File: src/core/fault_map.svh
// Overview of operation
// RULE1: Supply lockout disables bridges, pump and logic.
// RULE2: Driving resumes by itself after lockout ends.
// RULE3: Supply-lost flag comes up latched low.
// RULE4: Only fault clear or sleep pulse releases it.
// RULE5: Regulator and pump monitors are always enabled.
// RULE6: Reference monitor off unless its enable set.
// RULE7: Pin variants use short retry, no reference.
// RULE8: Undervoltage selector 000b selects long retry.
// RULE9: Undervoltage selector 001b selects short retry.
// RULE10: Regulator-input trip stops bridges, serial, pulls pin.
// RULE11: After recovery and wait, driving resumes automatically.
// RULE12: Summary flags stay set until fault clear.
// RULE13: Overcurrent 010b latches bridges off until clear.
// RULE14: Overtemperature holds bridges off, then timed retry.
// RULE15: Enabled warning pulls pin while hot, bridges run.
// RULE16: Overcurrent retry modes clear transistor flags after wait.
// RULE17: Report-only keeps driving; disabled mode does nothing.
// RULE18: Reference trip stops sense amplifiers only.
// RULE19: Overcurrent ignored during blanking after phase edges.
// RULE20: Fault pin is OR of reporting sources.
`ifndef FAULT_MAP_SVH
`define FAULT_MAP_SVH

`define CLK_NS          25
`define CLK_MHZ         40
`define SHORT_RETRY_US  5000
`define LONG_RETRY_US   50000
`define BLANK_NS        200
`define SHORT_RETRY_CYC (`SHORT_RETRY_US * `CLK_MHZ)
`define LONG_RETRY_CYC  (`LONG_RETRY_US * `CLK_MHZ)
`define BLANK_CYC       ((`BLANK_NS + `CLK_NS - 1) / `CLK_NS)

`define UV_SEL_LONG     3'h0
`define OC_SEL_LONG     3'h0
`define OC_SEL_SHORT    3'h1
`define OC_SEL_LATCH    3'h2
`define OC_SEL_REPORT   3'h3
`define OC_SEL_OFF      3'h7
`define OT_SEL_LONG     2'h0

`define UV_LDO_IN       0
`define UV_LDO_OUT      1
`define UV_PUMP         2
`define UV_REF          3
`define SUPPLY_LOST_RST 1'h0

`endif

File: src/core/fault_pkg.sv
package fault_pkg;
	typedef enum logic [3:0] {
		OC_RUN     = 4'h1,
		OC_RETRY   = 4'h2,
		OC_LATCHED = 4'h4,
		OC_REPORT  = 4'h8
	} oc_state_t;
endpackage

File: src/core/fault_manager.sv
`timescale 1ns/1ps
`include "fault_map.svh"

module fault_manager #(
	parameter int unsigned LONG_RETRY_CYCLES  = `LONG_RETRY_CYC,
	parameter int unsigned SHORT_RETRY_CYCLES = `SHORT_RETRY_CYC,
	parameter int unsigned BLANK_CYCLES       = `BLANK_CYC,
	parameter int unsigned FET_COUNT          = 6
) (
	input  wire logic                 clk_sys_in,
	input  wire logic                 sys_rst_in,
	input  wire logic                 pin_configured_in,
	input  wire logic [2:0]           undervolt_retry_sel_in,
	input  wire logic                 refsupply_monitor_en_in,
	input  wire logic [2:0]           overcurrent_response_sel_in,
	input  wire logic [1:0]           overtemp_retry_sel_in,
	input  wire logic                 thermal_warn_report_en_in,
	input  wire logic                 fault_clear_cmd_in,
	input  wire logic                 sleep_request_pin_n_in,
	input  wire logic                 ldo_input_uv_in,
	input  wire logic                 ldo_output_uv_in,
	input  wire logic                 pump_uv_in,
	input  wire logic                 ref_uv_in,
	input  wire logic [FET_COUNT-1:0] overcurrent_in,
	input  wire logic [FET_COUNT-1:0] phase_cmd_in,
	input  wire logic                 thermal_warn_in,
	input  wire logic                 thermal_shutdown_in,
	input  wire logic                 fault_out_low_in,
	output logic                      fault_out_low_out,
	output logic                      fault_out_low_oe_n_out,
	output logic                      bridge_enable_out,
	output logic                      pump_enable_out,
	output logic                      serial_enable_out,
	output logic                      sense_amp_enable_out,
	output logic                      supply_lost_flag_out,
	output logic                      fault_flag_out,
	output logic                      undervolt_flag_out,
	output logic                      ldo_input_uv_flag_out,
	output logic                      ldo_output_uv_flag_out,
	output logic                      pump_uv_flag_out,
	output logic                      ref_uv_flag_out,
	output logic                      overcurrent_flag_out,
	output logic [FET_COUNT-1:0]      overcurrent_fet_flags_out,
	output logic                      thermal_warn_flag_out,
	output logic                      thermal_shutdown_flag_out,
	output logic                      overtemp_flag_out
);
	fault_pkg::oc_state_t oc_state_q;
	logic                 sleep_prev_q;
	logic                 clear_req;
	logic                 ref_en;
	logic [3:0]           uv_hit;
	logic [3:0]           uv_flag_q;
	logic                 uv_done;
	logic                 uv_long;
	logic [2:0]           oc_mode;
	logic [FET_COUNT-1:0] oc_hit;
	logic                 oc_any;
	logic                 oc_act;
	logic                 oc_stop;
	logic                 oc_done;
	logic                 oc_exit;
	logic                 oc_hz;
	logic                 ot_flag_q;
	logic                 ot_done;
	logic                 ot_hz;
	logic                 drive_hz;
	logic                 pin_low;

	// Pin variants ignore the retry selectors and run the short wait.
	function automatic logic long_sel(input logic       pin,
	                                  input logic [2:0] sel,
	                                  input logic [2:0] code);
		long_sel = !pin && (sel == code);
	endfunction

	// A sleep pin that went low and comes back high acts as fault clear.
	always_ff @(posedge clk_sys_in) begin
		if (sys_rst_in) begin
			sleep_prev_q <= 1'h1;
		end else begin
			sleep_prev_q <= sleep_request_pin_n_in;
		end
	end
	assign clear_req = fault_clear_cmd_in
	                   || (!sleep_prev_q && sleep_request_pin_n_in);

	// Undervoltage sources and their shared retry wait.
	assign ref_en = !pin_configured_in && refsupply_monitor_en_in; // [RULE6]
	assign uv_hit = {ref_uv_in && ref_en, pump_uv_in, // [RULE7]
	                 ldo_output_uv_in, ldo_input_uv_in}; // [RULE5]
	assign uv_long = long_sel(pin_configured_in, undervolt_retry_sel_in,
	                          `UV_SEL_LONG); // [RULE8] [RULE9] [RULE7]

	// A new trip in the done cycle keeps its flag: set wins.
	always_ff @(posedge clk_sys_in) begin
		if (sys_rst_in) begin
			uv_flag_q <= 4'h0;
		end else begin
			uv_flag_q <= (uv_flag_q & ~{4{uv_done}}) | uv_hit; // [RULE11]
		end
	end

	retry_timer #(
		.LONG_CYCLES  (LONG_RETRY_CYCLES),
		.SHORT_CYCLES (SHORT_RETRY_CYCLES)
	) uv_timer (
		.clk_sys_in  (clk_sys_in),
		.sys_rst_in  (sys_rst_in),
		.run_in      (|uv_flag_q && !(|uv_hit)),
		.use_long_in (uv_long),
		.done_out    (uv_done)
	);

	// Overcurrent handling after blanking.
	ocp_blanker #(
		.BLANK_CYCLES (BLANK_CYCLES),
		.N            (FET_COUNT)
	) blanker (
		.clk_sys_in   (clk_sys_in),
		.sys_rst_in   (sys_rst_in),
		.phase_cmd_in (phase_cmd_in),
		.oc_raw_in    (overcurrent_in),
		.oc_hit_out   (oc_hit)
	);

	assign oc_mode = pin_configured_in ? `OC_SEL_SHORT
	                                   : overcurrent_response_sel_in;
	assign oc_any  = |oc_hit;
	// Codes above report-only are treated like the disabled mode.
	assign oc_act  = oc_any && (oc_mode <= `OC_SEL_REPORT); // [RULE17]
	assign oc_stop = oc_act && (oc_mode != `OC_SEL_REPORT);
	assign oc_exit = clear_req && !(|overcurrent_in);

	always_ff @(posedge clk_sys_in) begin
		if (sys_rst_in) begin
			oc_state_q <= fault_pkg::OC_RUN;
		end else begin
			case (oc_state_q)
				fault_pkg::OC_RUN: begin
					if (oc_act && oc_mode == `OC_SEL_LATCH) begin
						oc_state_q <= fault_pkg::OC_LATCHED; // [RULE13]
					end else if (oc_act && oc_mode == `OC_SEL_REPORT) begin
						oc_state_q <= fault_pkg::OC_REPORT; // [RULE17]
					end else if (oc_stop) begin
						oc_state_q <= fault_pkg::OC_RETRY; // [RULE16]
					end
				end
				fault_pkg::OC_RETRY: begin
					if (oc_done) begin
						oc_state_q <= fault_pkg::OC_RUN; // [RULE16]
					end
				end
				fault_pkg::OC_LATCHED, fault_pkg::OC_REPORT: begin
					if (oc_exit) begin
						oc_state_q <= fault_pkg::OC_RUN; // [RULE13]
					end
				end
				default: oc_state_q <= fault_pkg::OC_RUN;
			endcase
		end
	end

	retry_timer #(
		.LONG_CYCLES  (LONG_RETRY_CYCLES),
		.SHORT_CYCLES (SHORT_RETRY_CYCLES)
	) oc_timer (
		.clk_sys_in  (clk_sys_in),
		.sys_rst_in  (sys_rst_in),
		.run_in      (oc_state_q == fault_pkg::OC_RETRY),
		.use_long_in (long_sel(pin_configured_in, oc_mode, `OC_SEL_LONG)),
		.done_out    (oc_done)
	);

	always_ff @(posedge clk_sys_in) begin
		if (sys_rst_in) begin
			overcurrent_fet_flags_out <= '0;
		end else if ((oc_state_q == fault_pkg::OC_RETRY && oc_done)
		             || (oc_state_q != fault_pkg::OC_RUN && oc_exit)) begin
			overcurrent_fet_flags_out <= oc_hit; // [RULE16]
		end else if (oc_act) begin
			overcurrent_fet_flags_out <= overcurrent_fet_flags_out | oc_hit;
		end
	end

	// Thermal shutdown and its retry wait after cooling.
	always_ff @(posedge clk_sys_in) begin
		if (sys_rst_in) begin
			ot_flag_q <= 1'h0;
		end else begin
			ot_flag_q <= (ot_flag_q && !ot_done) || thermal_shutdown_in;
		end
	end

	retry_timer #(
		.LONG_CYCLES  (LONG_RETRY_CYCLES),
		.SHORT_CYCLES (SHORT_RETRY_CYCLES)
	) ot_timer (
		.clk_sys_in  (clk_sys_in),
		.sys_rst_in  (sys_rst_in),
		.run_in      (ot_flag_q && !thermal_shutdown_in), // [RULE14]
		.use_long_in (long_sel(pin_configured_in,
		                       {1'h0, overtemp_retry_sel_in},
		                       {1'h0, `OT_SEL_LONG})), // [RULE14]
		.done_out    (ot_done)
	);

	// Sticky summary flags; a clear in the same cycle as a new event
	// loses to the event.
	always_ff @(posedge clk_sys_in) begin
		if (sys_rst_in) begin
			fault_flag_out       <= 1'h0;
			undervolt_flag_out   <= 1'h0;
			overcurrent_flag_out <= 1'h0;
			overtemp_flag_out    <= 1'h0;
		end else begin
			fault_flag_out <= |uv_hit || oc_act || thermal_shutdown_in
			                  || (fault_flag_out && !clear_req); // [RULE12]
			undervolt_flag_out <= |uv_hit
			                      || (undervolt_flag_out && !clear_req);
			overcurrent_flag_out <= oc_act
			                        || (overcurrent_flag_out && !clear_req);
			overtemp_flag_out <= thermal_shutdown_in || thermal_warn_in
			                     || (overtemp_flag_out && !clear_req);
		end
	end

	// Comes up low after every supply lockout and stays low until cleared.
	always_ff @(posedge clk_sys_in) begin
		if (sys_rst_in) begin
			supply_lost_flag_out <= `SUPPLY_LOST_RST; // [RULE3]
		end else if (clear_req) begin
			supply_lost_flag_out <= 1'h1; // [RULE4]
		end
	end

	// Output stage, with present inputs folded in to save a cycle.
	assign oc_hz = (oc_state_q == fault_pkg::OC_RETRY)
	               || (oc_state_q == fault_pkg::OC_LATCHED)
	               || (oc_state_q == fault_pkg::OC_RUN && oc_stop);
	assign ot_hz = ot_flag_q || thermal_shutdown_in;
	assign drive_hz = |uv_flag_q[`UV_PUMP:`UV_LDO_IN]
	                  || |uv_hit[`UV_PUMP:`UV_LDO_IN] || oc_hz || ot_hz;
	assign pin_low = |uv_flag_q || |uv_hit || oc_hz || ot_hz // [RULE20]
	                 || (oc_state_q == fault_pkg::OC_REPORT) || oc_act
	                 || (thermal_warn_report_en_in && thermal_warn_in);

	// Reset is the supply lockout: everything is off while it is held.
	always_ff @(posedge clk_sys_in) begin
		if (sys_rst_in) begin
			bridge_enable_out      <= 1'h0; // [RULE1]
			pump_enable_out        <= 1'h0; // [RULE1]
			serial_enable_out      <= 1'h0;
			sense_amp_enable_out   <= 1'h0;
			fault_out_low_oe_n_out <= 1'h1;
			fault_out_low_out      <= 1'h0;
		end else begin
			bridge_enable_out <= !drive_hz; // [RULE2] [RULE10]
			pump_enable_out <= !(uv_flag_q[`UV_PUMP] || uv_hit[`UV_PUMP]
			                     || ot_hz);
			serial_enable_out <= !(|uv_flag_q[`UV_LDO_OUT:`UV_LDO_IN]
			                       || |uv_hit[`UV_LDO_OUT:`UV_LDO_IN]);
			sense_amp_enable_out <= !(uv_flag_q[`UV_REF]
			                          || uv_hit[`UV_REF]); // [RULE18]
			fault_out_low_oe_n_out <= !pin_low; // [RULE15] [RULE20]
			fault_out_low_out      <= 1'h0;
		end
	end

	assign ldo_input_uv_flag_out  = uv_flag_q[`UV_LDO_IN];
	assign ldo_output_uv_flag_out = uv_flag_q[`UV_LDO_OUT];
	assign pump_uv_flag_out       = uv_flag_q[`UV_PUMP];
	assign ref_uv_flag_out        = uv_flag_q[`UV_REF];
	assign thermal_shutdown_flag_out = ot_flag_q;

	always_ff @(posedge clk_sys_in) begin
		if (sys_rst_in) begin
			thermal_warn_flag_out <= 1'h0;
		end else begin
			thermal_warn_flag_out <= thermal_warn_in; // [RULE15]
		end
	end

	a_reset_all_off: assert property ( // [RULE1]
		@(posedge clk_sys_in)
		sys_rst_in |=> !bridge_enable_out && !pump_enable_out
		               && fault_out_low_oe_n_out
	) else $error("outputs active during supply lockout");

	a_ldo_in_trip: assert property ( // [RULE10]
		@(posedge clk_sys_in) disable iff (sys_rst_in)
		ldo_input_uv_in |=> !bridge_enable_out && !serial_enable_out
		    && !fault_out_low_oe_n_out && ldo_input_uv_flag_out
		    && fault_flag_out && undervolt_flag_out
	) else $error("regulator input trip not acted on");

	a_uv_recover: assert property ( // [RULE11]
		@(posedge clk_sys_in) disable iff (sys_rst_in)
		uv_done && !(|uv_hit) |=> uv_flag_q == 4'h0
	) else $error("undervoltage flags not cleared after retry");

	a_summary_sticky: assert property ( // [RULE12]
		@(posedge clk_sys_in) disable iff (sys_rst_in)
		fault_flag_out && !clear_req |=> fault_flag_out
	) else $error("summary fault flag dropped without clear");

	a_lost_hold: assert property ( // [RULE4]
		@(posedge clk_sys_in) disable iff (sys_rst_in)
		!supply_lost_flag_out && !clear_req |=> !supply_lost_flag_out
	) else $error("supply lost flag left reset state alone");

	a_ref_gated: assert property ( // [RULE6]
		@(posedge clk_sys_in) disable iff (sys_rst_in)
		!ref_en && !uv_flag_q[`UV_REF] |=> !ref_uv_flag_out
	) else $error("reference monitor tripped while disabled");

	a_ref_sense_off: assert property ( // [RULE18]
		@(posedge clk_sys_in) disable iff (sys_rst_in)
		ref_uv_in && ref_en |=> !sense_amp_enable_out && ref_uv_flag_out
	) else $error("reference trip left sense amplifiers on");

	a_latch_hold: assert property ( // [RULE13]
		@(posedge clk_sys_in) disable iff (sys_rst_in)
		oc_state_q == fault_pkg::OC_LATCHED && !clear_req
		|=> oc_state_q == fault_pkg::OC_LATCHED && !bridge_enable_out
	) else $error("latched overcurrent released without clear");

	a_ot_bridge_off: assert property ( // [RULE14]
		@(posedge clk_sys_in) disable iff (sys_rst_in)
		ot_flag_q |=> !bridge_enable_out && !pump_enable_out
	) else $error("bridges on during thermal shutdown");

	a_warn_pin: assert property ( // [RULE15]
		@(posedge clk_sys_in) disable iff (sys_rst_in)
		thermal_warn_report_en_in && thermal_warn_in
		|=> !fault_out_low_oe_n_out
	) else $error("thermal warning not reported on pin");

	a_oc_off_quiet: assert property ( // [RULE17]
		@(posedge clk_sys_in) disable iff (sys_rst_in)
		oc_mode == `OC_SEL_OFF && oc_state_q == fault_pkg::OC_RUN
		&& !overcurrent_flag_out |=> !overcurrent_flag_out
	) else $error("disabled overcurrent mode reacted");

	a_retry_exit: assert property ( // [RULE16]
		@(posedge clk_sys_in) disable iff (sys_rst_in)
		oc_state_q == fault_pkg::OC_RETRY && oc_done
		|=> oc_state_q == fault_pkg::OC_RUN
	) else $error("overcurrent retry did not resume");
endmodule // fault_manager

File: src/core/retry_timer.sv
`timescale 1ns/1ps
`include "fault_map.svh"

module retry_timer #(
	parameter int unsigned LONG_CYCLES  = `LONG_RETRY_CYC,
	parameter int unsigned SHORT_CYCLES = `SHORT_RETRY_CYC
) (
	input  wire logic clk_sys_in,
	input  wire logic sys_rst_in,
	input  wire logic run_in,
	input  wire logic use_long_in,
	output logic      done_out
);
	logic [31:0] count_q;
	logic [31:0] limit;

	assign limit = use_long_in ? LONG_CYCLES[31:0] : SHORT_CYCLES[31:0];

	// Any interruption of run_in restarts the wait from zero.
	always_ff @(posedge clk_sys_in) begin
		if (sys_rst_in || !run_in) begin
			count_q  <= 32'h0;
			done_out <= 1'h0;
		end else if (count_q >= limit - 32'h1) begin
			count_q  <= 32'h0;
			done_out <= 1'h1;
		end else begin
			count_q  <= count_q + 32'h1;
			done_out <= 1'h0;
		end
	end

	a_done_after_wait: assert property ( // [RULE11]
		@(posedge clk_sys_in) disable iff (sys_rst_in)
		$rose(done_out) |-> $past(count_q) >= $past(limit) - 32'h1
	) else $error("retry done before wait elapsed");
endmodule // retry_timer

File: src/core/ocp_blanker.sv
`timescale 1ns/1ps
`include "fault_map.svh"

module ocp_blanker #(
	parameter int unsigned BLANK_CYCLES = `BLANK_CYC,
	parameter int unsigned N            = 6
) (
	input  wire logic         clk_sys_in,
	input  wire logic         sys_rst_in,
	input  wire logic [N-1:0] phase_cmd_in,
	input  wire logic [N-1:0] oc_raw_in,
	output logic      [N-1:0] oc_hit_out
);
	logic [N-1:0] prev_q;
	logic [7:0]   cnt_q;
	logic         edge_seen;

	assign edge_seen = |(phase_cmd_in ^ prev_q);

	always_ff @(posedge clk_sys_in) begin
		if (sys_rst_in) begin
			// Loading the present commands keeps reset from looking like
			// a switching edge and opening a needless blanking window.
			prev_q <= phase_cmd_in;
		end else begin
			prev_q <= phase_cmd_in;
		end
	end

	// Ringing after a switching edge must not look like overcurrent.
	always_ff @(posedge clk_sys_in) begin
		if (sys_rst_in) begin
			cnt_q      <= 8'h0;
			oc_hit_out <= '0;
		end else begin
			if (edge_seen) begin
				cnt_q <= BLANK_CYCLES[7:0]; // [RULE19]
			end else if (cnt_q != 8'h0) begin
				cnt_q <= cnt_q - 8'h1;
			end
			if (edge_seen || cnt_q != 8'h0) begin
				oc_hit_out <= '0; // [RULE19]
			end else begin
				oc_hit_out <= oc_raw_in;
			end
		end
	end

	a_blank_mask: assert property ( // [RULE19]
		@(posedge clk_sys_in) disable iff (sys_rst_in)
		edge_seen |=> (oc_hit_out == '0) [*2]
	) else $error("overcurrent passed during blanking");
endmodule // ocp_blanker

File: config.mk
export PLATFORM = sky130hd
export DESIGN_NAME = fault_manager
export DESIGN_NICKNAME = d
export VERILOG_FILES = /design/src/core/fault_pkg.sv /design/src/core/fault_manager.sv /design/src/core/retry_timer.sv /design/src/core/ocp_blanker.sv
export VERILOG_INCLUDE_DIRS = /design/src /design/src/core
export SDC_FILE = /design/constraint.sdc
export NUM_CORES = 1
export LEC_CHECK = 0
export BUFFER_PORTS_ARGS = -buffer_cell sky130_fd_sc_hd__clkbuf_2
export CORE_MARGIN = 5
export CORE_UTILIZATION = 45
export DETAILED_ROUTE_END_ITERATION = 12
export SYNTH_ARGS = -nofsm -noshare
export SYNTH_HDL_FRONTEND = slang
export SYNTH_SLANG_ARGS = --single-unit
File: constraint.sdc
create_clock -name clk_sys_in -period 7.75 [get_ports clk_sys_in]
set_clock_uncertainty 0.15 [all_clocks]
set_input_delay 1.55 -clock clk_sys_in [delete_from_list [all_inputs] [get_ports clk_sys_in]]
set_output_delay 1.55 -clock clk_sys_in [all_outputs]
set_load 0.01 [all_outputs]
* After elaboration in Yosys (flattened, before gate mapping) *
Index checks and enable logic that the tools add are counted.

cells by class
  add/sub/neg operators = 7
  magnitude comparators = 4
  equal/unequal tests = 11
  muxes and demuxes = 17
  bitwise gates (word level) = 5
  reduce and logical (&&, ||, !) cells = 89

operators with widths
  operator               number
  $add 32x1->32 const B  3
  $ge 32x32->1           3
  $sub 32x1->32 const B  3
  $mux 21                3
  $logic_or 1x1->1       30
  $mux 4                 7
  $logic_and 1x1->1      22
  $reduce_or 6->1        3
  $logic_not 1->1        15
  $reduce_or 2->1        7
  $mux 6                 2
  $pmux 4 s3             1
  $reduce_bool 8->1      1
  $reduce_or 4->1        2
  $sub 8x1->8 const B    1
  $reduce_or 7->1        1
  $eq 3x2->1 const B     2
  $logic_not 3->1        2
  $or 6x6->6             1
  $reduce_or 3->1        2
  $xor 6x6->6            1
  $and 4x4->4            1
  $eq 4x1->1 const B     1
  $eq 4x2->1 const B     1
  14 further kinds       18

storage, ports and cells
  bits in registers = 146
  bits of input ports = 34
  word-level logic and storage cells = 159

* Longest topological paths before layout *
Gate-level depths: netlist of the first run.

  word-level depth = 12
  depth in mapped cells = 10
  mapped depth without buffers = 9

* Modules after synthesis *
From an unflattened synthesis of the first run, not the netlist that was laid out.

unflattened totals
  cell total of the unflattened synthesis = 664
  area, all modules = 6259.8 um2

modules (own cells, without submodules)
  module         instances  cells an instance  area each (um2)  seq. area each (um2)
  retry_timer    3          149                1411.4           660.6
  fault_manager  1          147                1275.0           540.5
  ocp_blanker    1          70                 750.7            400.4

* Worst setup path before layout of the first run *
Ideal clock, no wire load.

  path kind = input-to-reg
  from = input port pin_configured_in
  to = register uv_timer.count_q[10]
  library setup time = 64 ps
  arrival time = 3623 ps
  data required time = 7536 ps
  path slack = 3913 ps
  cell stages on the path = 9
  path buffers = 1
  cell sequence = or4_1 -> inv_1 -> ha_1 -> o211a_1 -> or3_1 -> a221oi_2 -> o311ai_2 -> buf_6 -> nor2_1

on the way
  longest elaborated chain between the ends = 9
  elaborated cells between the ends (all ways) = 13
  classes of those cells = 1 x add/sub; 1 x order compare; 1 x mux; 10 x reduce/logical

RTL lines
  item                                                   line                                      RTL
  from (decl)                                            fault_manager.sv:12                       input wire logic pin_configured_in,
  $logic_not 1->1 (*)                                    fault_manager.sv:74, fault_manager.sv:89
  branches (longest 7 deep; another with $sub 32x1->32)  -
  $reduce_or 2->1 (no source line) (*)                   -
  to (signal assigned)                                   retry_timer.sv:28                         count_q <= count_q + 32'h1;
  to (decl)                                              retry_timer.sv:14                         logic [31:0] count_q;

Every way passes the cells marked *.
A chain may end at the register's enable or synchronous reset.

* Final worst setup path of the first run *
  from = input port pin_configured_in
  to = register ot_timer.count_q[9]

on the way
  longest elaborated chain between the ends = 6

RTL lines
  item                              line                 RTL
  $logic_not 1->1                   fault_manager.sv:74  long_sel = !pin && (sel == code);
  $logic_and 1x1->1                 fault_manager.sv:74
  $mux 21                           retry_timer.sv:17    assign limit = use_long_in ? LONG_CYCLES[31:0] : SHORT_CYCLES[31:0];
  $sub 32x1->32                     retry_timer.sv:24    end else if (count_q >= limit - 32'h1) begin
  $ge 32x32->1                      retry_timer.sv:24
  $reduce_or 2->1 (no source line)  -
  to (signal assigned)              retry_timer.sv:28
  to (decl)                         retry_timer.sv:14

No other way between the ends.

==> results of run 1 <==
==> through the flow <==
step / cell area [um^2] / hold slack, ps / cells
after global placement: 6450 / 273 / 866
after floorplan: 6050 / 263 / 651
final: 7040 / 295 / 899
after CTS: 7030 / 299 / 897
after global routing: 7040 / 315 / 899
after detailed placement: 6450 / 290 / 866
==> worst register-to-register path, cell delays in order, from the launching register on <==
cell and delay (ps):
dfxtp_1 360, or3_1 400, or3_1 370, a221oi_2 300, o2111ai_2 540, and2b_2 400
==> final cells by class <==
class,instances,area (um^2),share of cell area
timing repair buffer,56,285,0.0405
sequential,146,2920,0.415
antenna,2,5.00,0.000711
clock buffer,21,470,0.0668
tap,176,220,0.0313
multi-input combinational,473,2970,0.422
clock inverter,10,109,0.0155
inverter,15,56.3,0.00800
==> layer usage <==
metal  vias to the layer above  routed length [um]  track usage
li1                       2320                   -            -
met1                      2080                5320        0.197
met2                        87                5280        0.249
met3                        14                 522       0.0429
met4                         0                 213       0.0682
met5                         -                   0            0
==> registers in the layout (all words and copies together) (netlist names), 4 cells and up <==
register,count
blanker.oc_hit_out,6
uv_flag_q,4
oc_state_q,4
oc_timer.count_q,32
blanker.cnt_q,8
ot_timer.count_q,32
uv_timer.count_q,32
blanker.prev_q,6
overcurrent_fet_flags_out,6
==> Yosys cell counts, drive strengths merged (2+ instances only) <==
| cell | instances |
|---|---|
| or2 | 2 |
| a22o | 6 |
| nand4 | 20 |
| a21oi | 20 |
| nor3b | 4 |
| and4 | 13 |
| o211a | 2 |
| a211oi | 7 |
| and3 | 10 |
| nor3 | 16 |
| o21ai | 11 |
| ha | 28 |
| dfxtp | 146 |
| or4 | 2 |
| nor2b | 8 |
| and2 | 11 |
| nor2 | 98 |
| nor4b | 3 |
| or3 | 9 |
| xor2 | 51 |
| a21boi | 2 |
| a31oi | 4 |
| a311o | 2 |
| nor4 | 12 |
| nand4b | 2 |
| nand2 | 29 |
| xnor2 | 19 |
| nand3 | 35 |
| a221oi | 2 |
| buf | 7 |
| o211ai | 3 |
| clkbuf | 10 |
| inv | 15 |
==> worst max path at each step <==
| stage | start | to | slack [ps] | cells past startpoint |
|---|---|---|---|---|
| 2_1_floorplan | pin_configured_in | uv_timer.count_q[10]$_SDFF_PP0_ | 3910 | 9 |
| 3_3_place_gp | pin_configured_in | ot_timer.count_q[9]$_SDFF_PP0_ | 3210 | 9 |
| 3_5_place_dp | pin_configured_in | ot_timer.count_q[9]$_SDFF_PP0_ | 3180 | 9 |
| 4_1_cts | pin_configured_in | ot_timer.count_q[9]$_SDFF_PP0_ | 3610 | 9 |
| 5_1_grt | pin_configured_in | ot_timer.count_q[9]$_SDFF_PP0_ | 3470 | 9 |
| 6_report | pin_configured_in | ot_timer.count_q[9]$_SDFF_PP0_ | 3610 | 9 |
==> power by group through the flow <==
stage | Clock, mW | Sequential, mW | Combinational, mW
after global routing | 0.845 | 0.775 | 0.0550
after floorplan | 0 | 0.791 | 0.0251
final | 0.791 | 0.774 | 0.0477
after CTS | 0.811 | 0.774 | 0.0480
after detailed placement | 0 | 0.790 | 0.0477
after global placement | 0 | 0.790 | 0.0467
==> kinds of logic (layout without fill, tap and decap cells) <==
kind of cell,after synthesis,after routing,synth area share
AOI/OAI and AO/OA,64,64,0.0761
buffers and inverters,32,102,0.0263
xor gates and xnor gates,70,70,0.103
adders and majority gates,28,28,0.0590
and+or+nand+nor,280,280,0.242
other,1,33,0.000632
DFF,146,146,0.492
==> reports/results.txt, run 1 <==
slack of the critical path: 3610 ps
status: completed
fillcell total: 1203
CP arrival: 4350 ps
min Tclk post-route: 4140 ps
setup TNS: 0 ps
Comb pwr share: 0.030
min-delay worst type: reg -> reg
Cell Area, Synth: 0.00594 mm^2
global-route wire length before repair: 20400 um
cells after synthesis: 621
DR pass1 iterations: 4
Least-Margin Pin Slew: 995 ps
final-report setup violation count: 0
postcts setup bufs: 0
Post-DRT Antenna Nets: 0
reg-to-reg endpoint: ot_timer.count_q[9]$_SDFF_PP0_
initial core utilization: 0.454
commonest non-fill, non-tap cell in the layout: dfxtp_1
peak fanout along the critical path: 22
Cell Rows: 42
commonest non-fill, non-tap cells in the layout: dfxtp_1 (146), nor2_1 (97), clkbuf_2 (54)
LEAKAGE: 2.82 nW
GRT Total Usage: 0.156
Die W: 125 um
Tcrit/Tclk final: 0.535
final hold violation count: 0
critical path capture point type: flop
RD Place Congestion: 0.786
# IOs: 57
cell internal pwr: 1.28 mW
core region area: 0.0131 mm^2
Syn Area/Cell: 9.56 um^2
Synth area leader: dfxtp_1
CTS root buf: clkbuf_16
Slowest-stage cell, CP: o2111ai_2
share of cells above drive strength 1: 0.136
critical path's largest stage delay: 540 ps
sequential share of the synthesized area: 0.492
post-synth top area share: 0.492
min-delay src: supply_lost_flag_out$_SDFFE_PP0P_
starting DRC count in detailed routing: 256
crit-path cells: clkbuf_2 > or3_1 > inv_1 > ha_1 > o211a_1 > or3_1 > a221oi_2 > o2111ai_2 > and2b_2
Worst Hold End: supply_lost_flag_out$_SDFFE_PP0P_
Post-CTS Hold Buffers: 0
Area Growth Syn to Fin: 18.6%
Reg power frac: 0.480
largest net degree at the start of global routing: 27
buffers plus inverters on the worst setup path: 2
hpwl dp: 8260 um
Port Buffers: 54
RSZ-0062 raised after global routing: false
Post-synth EDFFs: 0
CP required: 7960 ps
clk_lat worst skew: 410 ps
reg2reg start: ot_timer.count_q[14]$_SDFF_PP0_
critical path's top delay family: simple AND/OR/NAND/NOR gates
Max Freq: 241 MHz
Top FF cell, synth: dfxtp_1
initial antenna violation count: 2
internal reg-to-reg setup slack: 5170 ps
crit start category: primary input
fin util: 0.538
Crit Path Class: in -> reg
R2R depth: 5
max_slew headroom: 0.337
TritonCTS clock tree: done
Slew Viols, Final: 0
CP dominant cell by count: or3_1
vias in the first global route: 4488
Residual DRC: 0
Worst Hold Path Cells: 2
Final Power: 1.61 mW
Synth warnings: 0
Max Root-Sink Buffers: 2
clock-pin slew on the worst setup and hold paths: 60 ps
DR vias: 4501
H-Tree Depth: 4
die area: 0.0156 mm^2
CTS-repair resized insts: 0
GRT Residual Overflow: 0
vias per std cell: 5.01
Psw: 331 uW
DRT Wirelength: 11300 um
Max Cap Viol: 0
TritonCTS buffer count: 17
top cells by area, synth: dfxtp_1 (49%), xor2_1 (7.5%), nor2_1 (6.1%)
WL/cell: 12.6 um
synth unique cells: 50
Power Density: 229 mW/mm^2
Die Y: 125 um
peak supply drop: 0.144 mV
final net count: 771
pre-CTS WS: 3180 ps
clock power share: 0.491
post-synthesis register bit count: 146
share of flip-flops with an asynchronous set or reset: 0
switching fraction of total power: 0.205
CTS Sinks: 146
Note: power is estimated with default switching activity, not from simulation.
==> inputs of run 2 (changes only) <==
==> constraint.sdc (replaced) <==
create_clock -name clk_sys_in -period 4.15 [get_ports clk_sys_in]
set_clock_uncertainty 0.15 [all_clocks]
set_input_delay 0.83 -clock clk_sys_in [delete_from_list [all_inputs] [get_ports clk_sys_in]]
set_output_delay 0.83 -clock clk_sys_in [all_outputs]
set_load 0.01 [all_outputs]
==> run 2 against run 1 <==
Register-to-register slack got worse by 3400 ps; sequential share of layout area increased by 0.12 points; global-route usage up 0.12 points; non-clock buffer count up 2; largest power group is now registers; critical path type unchanged; core utilization fell by 0.15 points.
==> reports/results.txt, run 2 (synthesis gave the netlist of run 1 again) <==
TritonCTS clock tree: done
Residual DRC: 0
CP required: 4340 ps
DRT Wirelength: 11600 um
LEAKAGE: 2.81 nW
Final Power: 2.94 mW
commonest non-fill, non-tap cells in the layout: dfxtp_1 (146), nor2_1 (97), clkbuf_2 (54)
Max Freq: 317 MHz
CTS Sinks: 146
Max Root-Sink Buffers: 2
min-delay worst type: reg -> reg
core region area: 0.0131 mm^2
reg-to-reg endpoint: ot_timer.count_q[18]$_SDFF_PP0_
Die Y: 125 um
H-Tree Depth: 4
clock-pin slew on the worst setup and hold paths: 50 ps
max_slew headroom: 0.358
Setup crit end: ot_timer.count_q[18]$_SDFF_PP0_
Largest regs: oc_timer.count_q: 32 flops, ot_timer.count_q: 32 flops, uv_timer.count_q: 32 flops
final-report setup violation count: 0
peak fanout along the critical path: 14
CP arrival: 3340 ps
DR vias: 4531
crit start category: primary input
Post-CTS Hold Buffers: 0
hpwl dp: 8440 um
CTS root buf: clkbuf_16
Least-Margin Pin Slew: 955 ps
Slew Viols, Final: 0
die area: 0.0156 mm^2
Power Density: 419 mW/mm^2
clk_lat worst skew: 410 ps
min Tclk post-route: 3150 ps
GRT Residual Overflow: 0
initial antenna violation count: 1
Area Growth Syn to Fin: 18.2%
global-route wire length before repair: 20300 um
peak supply drop: 0.292 mV
initial core utilization: 0.454
critical path capture point type: flop
vias per std cell: 5.05
Die W: 125 um
Max Cap Viol: 0
# IOs: 57
TritonCTS buffer count: 17
Crit Path Class: in -> reg
RSZ-0062 raised after global routing: false
R2R depth: 6
WL/cell: 12.9 um
final net count: 773
postcts setup bufs: 0
setup TNS: 0 ps
Port Buffers: 54
RD Place Congestion: 0.784
reg2reg start: ot_timer.count_q[14]$_SDFF_PP0_
commonest non-fill, non-tap cell in the layout: dfxtp_1
status: completed
Tcrit/Tclk final: 0.759
CP startpoint: pin_configured_in
Post-DRT Antenna Nets: 0
CTS-repair resized insts: 0
Cell Rows: 42
internal reg-to-reg setup slack: 1790 ps
share of cells above drive strength 1: 0.132
vias in the first global route: 4562
final hold violation count: 0
starting DRC count in detailed routing: 209
largest net degree at the start of global routing: 27
DR pass1 iterations: 4
GRT Total Usage: 0.157
-- run 2: cell count changes in the layout (fill, tap and decap cells not counted), sizes merged --
cell      delta
clkinv       -4
bufinv       -1
clkinvlp     -1
clkbuf       +4
buf          +2
diode        -1
-- run 2: final cells by class --
type                       instances  area (um^2)
multi-input combinational        473         2970
inverter                          15         56.3
fill                            1174         6070
timing repair buffer              58          300
clock inverter                     4         51.3
sequential                       146         2920
tap                              176          220
antenna                            1         2.50
clock buffer                      25          495
-- run 2: how the worst min path moves through the flow --
stage                                        start                             end  slack (ps)  cells past startpoint
finish              ot_timer.count_q[0]$_SDFF_PP0_  ot_timer.count_q[0]$_SDFF_PP0_         290                      1
global route        ot_timer.count_q[0]$_SDFF_PP0_  ot_timer.count_q[0]$_SDFF_PP0_         320                      1
CTS                 ot_timer.count_q[0]$_SDFF_PP0_  ot_timer.count_q[0]$_SDFF_PP0_         290                      1
detailed placement  ot_timer.count_q[0]$_SDFF_PP0_  ot_timer.count_q[0]$_SDFF_PP0_         280                      1
global placement    ot_timer.count_q[0]$_SDFF_PP0_  ot_timer.count_q[0]$_SDFF_PP0_         270                      1
floorplan           ot_timer.count_q[0]$_SDFF_PP0_  ot_timer.count_q[0]$_SDFF_PP0_         260                      1
-- run 2: worst max-delay path: stages --
cell and delay, ps:
clkbuf_2 140, or3_1 510, inv_1 150, ha_1 250, o211a_1 130, or3_1 320, a221oi_2 320, o2111ai_2 280
buf_4 290, nor2_1 110
-- run 2: metrics by stage --
stage          utilization  worst slack (ps)  hold slack (ps)  area [um^2]  cells
2_1_floorplan            -              1030              263         6050    651
3_3_place_gp         0.494               637              273         6470    868
3_5_place_dp         0.494               575              281         6470    868
4_1_cts              0.536               989              294         7020    897
5_1_grt              0.536               783              320         7020    898
6_report             0.536              1000              293         7020    898
-- run 2: power breakdown --
group | switching (mW) | internal (mW) | total [mW]
Combinational | 0.0516 | 0.0391 | 0.0908
Sequential | 0.0132 | 1.43 | 1.45
Clock | 0.527 | 0.878 | 1.40
Total | 0.592 | 2.35 | 2.94
-- run 2: per-layer routing --
metal  GRT usage  part of all wire  routed length [um]
met5           0                 0                   0
met2       0.265              0.47                5440
met1       0.190              0.47                5470
met4      0.0702             0.021                 244
met3      0.0369             0.036                 416
==> inputs of run 3 (changes only) <==
==> constraint.sdc (replaced) <==
create_clock -name clk_sys_in -period 3.1 [get_ports clk_sys_in]
set_clock_uncertainty 0.15 [all_clocks]
set_input_delay 0.62 -clock clk_sys_in [delete_from_list [all_inputs] [get_ports clk_sys_in]]
set_output_delay 0.62 -clock clk_sys_in [all_outputs]
set_load 0.01 [all_outputs]
==> run 3 against run 2 <==
Critical path depth unchanged; first-iteration DRC count is 28% higher; critical path type unchanged; critical endpoint is now ot_timer.count_q[21]$_SDFF_PP0_; clock power up 47%.
==> reports/results.txt, run 3 (synthesis gave the netlist of run 1 again) <==
largest net degree at the start of global routing: 27
CTS-repair resized insts: 0
buffers plus inverters on the worst setup path: 3
DR pass1 iterations: 4
switching fraction of total power: 0.222
RSZ-0062 raised after global routing: false
Post-DRT Antenna Nets: 0
global-route wire length before repair: 19900 um
min Tclk post-route: 2840 ps
final-report setup violation count: 0
CP dominant cell by count: buf_4
CP required: 3300 ps
CTS root buf: clkbuf_16
Residual DRC: 0
# IOs: 57
clock-pin slew on the worst setup and hold paths: 60 ps
LEAKAGE: 2.88 nW
Power Density: 576 mW/mm^2
core region area: 0.0131 mm^2
peak fanout along the critical path: 8
hpwl dp: 8500 um
critical path's largest stage delay: 470 ps
GRT Total Usage: 0.153
placed cells: 876
clk_lat worst skew: 420 ps
clock power share: 0.500
Psw: 914 uW
Slew Viols, Final: 0
min-delay src: phase_cmd_in[2]
Largest regs: oc_timer.count_q: 32 flops, ot_timer.count_q: 32 flops, uv_timer.count_q: 32 flops
vias per std cell: 5.01
cell internal pwr: 3.20 mW
share of cells above drive strength 1: 0.150
status: completed
Comb pwr share: 0.030
final net count: 781
Max Root-Sink Buffers: 2
CTS Sinks: 146
critical path capture point type: flop
Tcrit/Tclk final: 0.915
max_slew headroom: 0.572
postcts setup bufs: 0
Slowest-stage cell, CP: or3_1
WL/cell: 12.6 um
commonest non-fill, non-tap cell in the layout: dfxtp_1
GRT Residual Overflow: 0
CP arrival: 3030 ps
die area: 0.0156 mm^2
Reg power frac: 0.470
crit start category: primary input
DP Area: 0.00654 mm^2
Port Buffers: 54
Max Cap Viol: 0
crit-path cells: clkbuf_2 > or3_1 > buf_4 > ha_1 > a21oi_1 > o21ai_0 > a211oi_1 > o2111ai_2 > buf_4 > nor2_1
RD Place Congestion: 0.799
min-delay worst type: in -> reg
initial antenna violation count: 0
TritonCTS buffer count: 17
vias in the first global route: 4367
initial core utilization: 0.454
reg2reg start: ot_timer.count_q[11]$_SDFF_PP0_
H-Tree Depth: 4
diodes inserted: 0
final hold violation count: 0
commonest non-fill, non-tap cells in the layout: dfxtp_1 (146), nor2_1 (97), clkbuf_2 (54)
CP startpoint: pin_configured_in
Cell Rows: 42
design area: 0.00715 mm^2
Crit Path Class: in -> reg
DR vias: 4551
Cell Count, Final, Fillers Out: 908
starting DRC count in detailed routing: 267
Die W: 125 um
TritonCTS clock tree: done
Least-Margin Pin Slew: 633 ps
Area Growth Syn to Fin: 20.4%
Max Freq: 353 MHz
Post-CTS Hold Buffers: 0
Die Y: 125 um
critical path's top delay family: compound AO/OA/AOI/OAI gates
peak supply drop: 0.324 mV
DRT Wirelength: 11500 um
[run 3: through the flow]
step	power [mW]	TNS, ps	utilization	hold WS (ps)	setup WS [ps]
2_1_floorplan	2.04	0	-	263	193
3_3_place_gp	2.09	-1280	0.500	271	-83.2
3_5_place_dp	2.10	-3580	0.500	287	-149
4_1_cts	4.17	0	0.546	165	277
5_1_grt	4.28	0	0.546	163	62.6
6_report	4.12	0	0.546	185	265
[run 3: cell type report]
class,instances,area (um^2)
multi-input combinational,473,2970
timing repair buffer,66,373
clock buffer,18,439
tap,176,220
sequential,146,2920
fill,1187,5940
inverter,15,56.3
clock inverter,14,166
[run 3: layer usage]
metal	routed length [um]	up-vias	track usage
met4	130	0	0.0619
met3	521	11	0.0420
met1	5450	2113	0.193
li1	-	2343	-
met5	0	-	0
met2	5350	84	0.249
[run 3: worst paths after layout]
kind | slack (ps) | cells after the start | end
setup reg to reg | 820 | 7 | ot_timer.count_q[21]$_SDFF_PP0_
hold reg to reg | 290 | 1 | ot_timer.count_q[0]$_SDFF_PP0_
setup / recovery | 260 | 10 | ot_timer.count_q[21]$_SDFF_PP0_
hold / removal | 180 | 1 | blanker.prev_q[2]$_DFF_P_
[run 3: power by group through the flow]
stage                     registers, mW  logic [mW]  clock network (mW)
after global routing               1.94       0.142                2.20
final                              1.93       0.124                2.06
after CTS                          1.93       0.125                2.11
after detailed placement           1.98       0.124                   0
after global placement             1.97       0.121                   0
after floorplan                    1.98      0.0628                   0
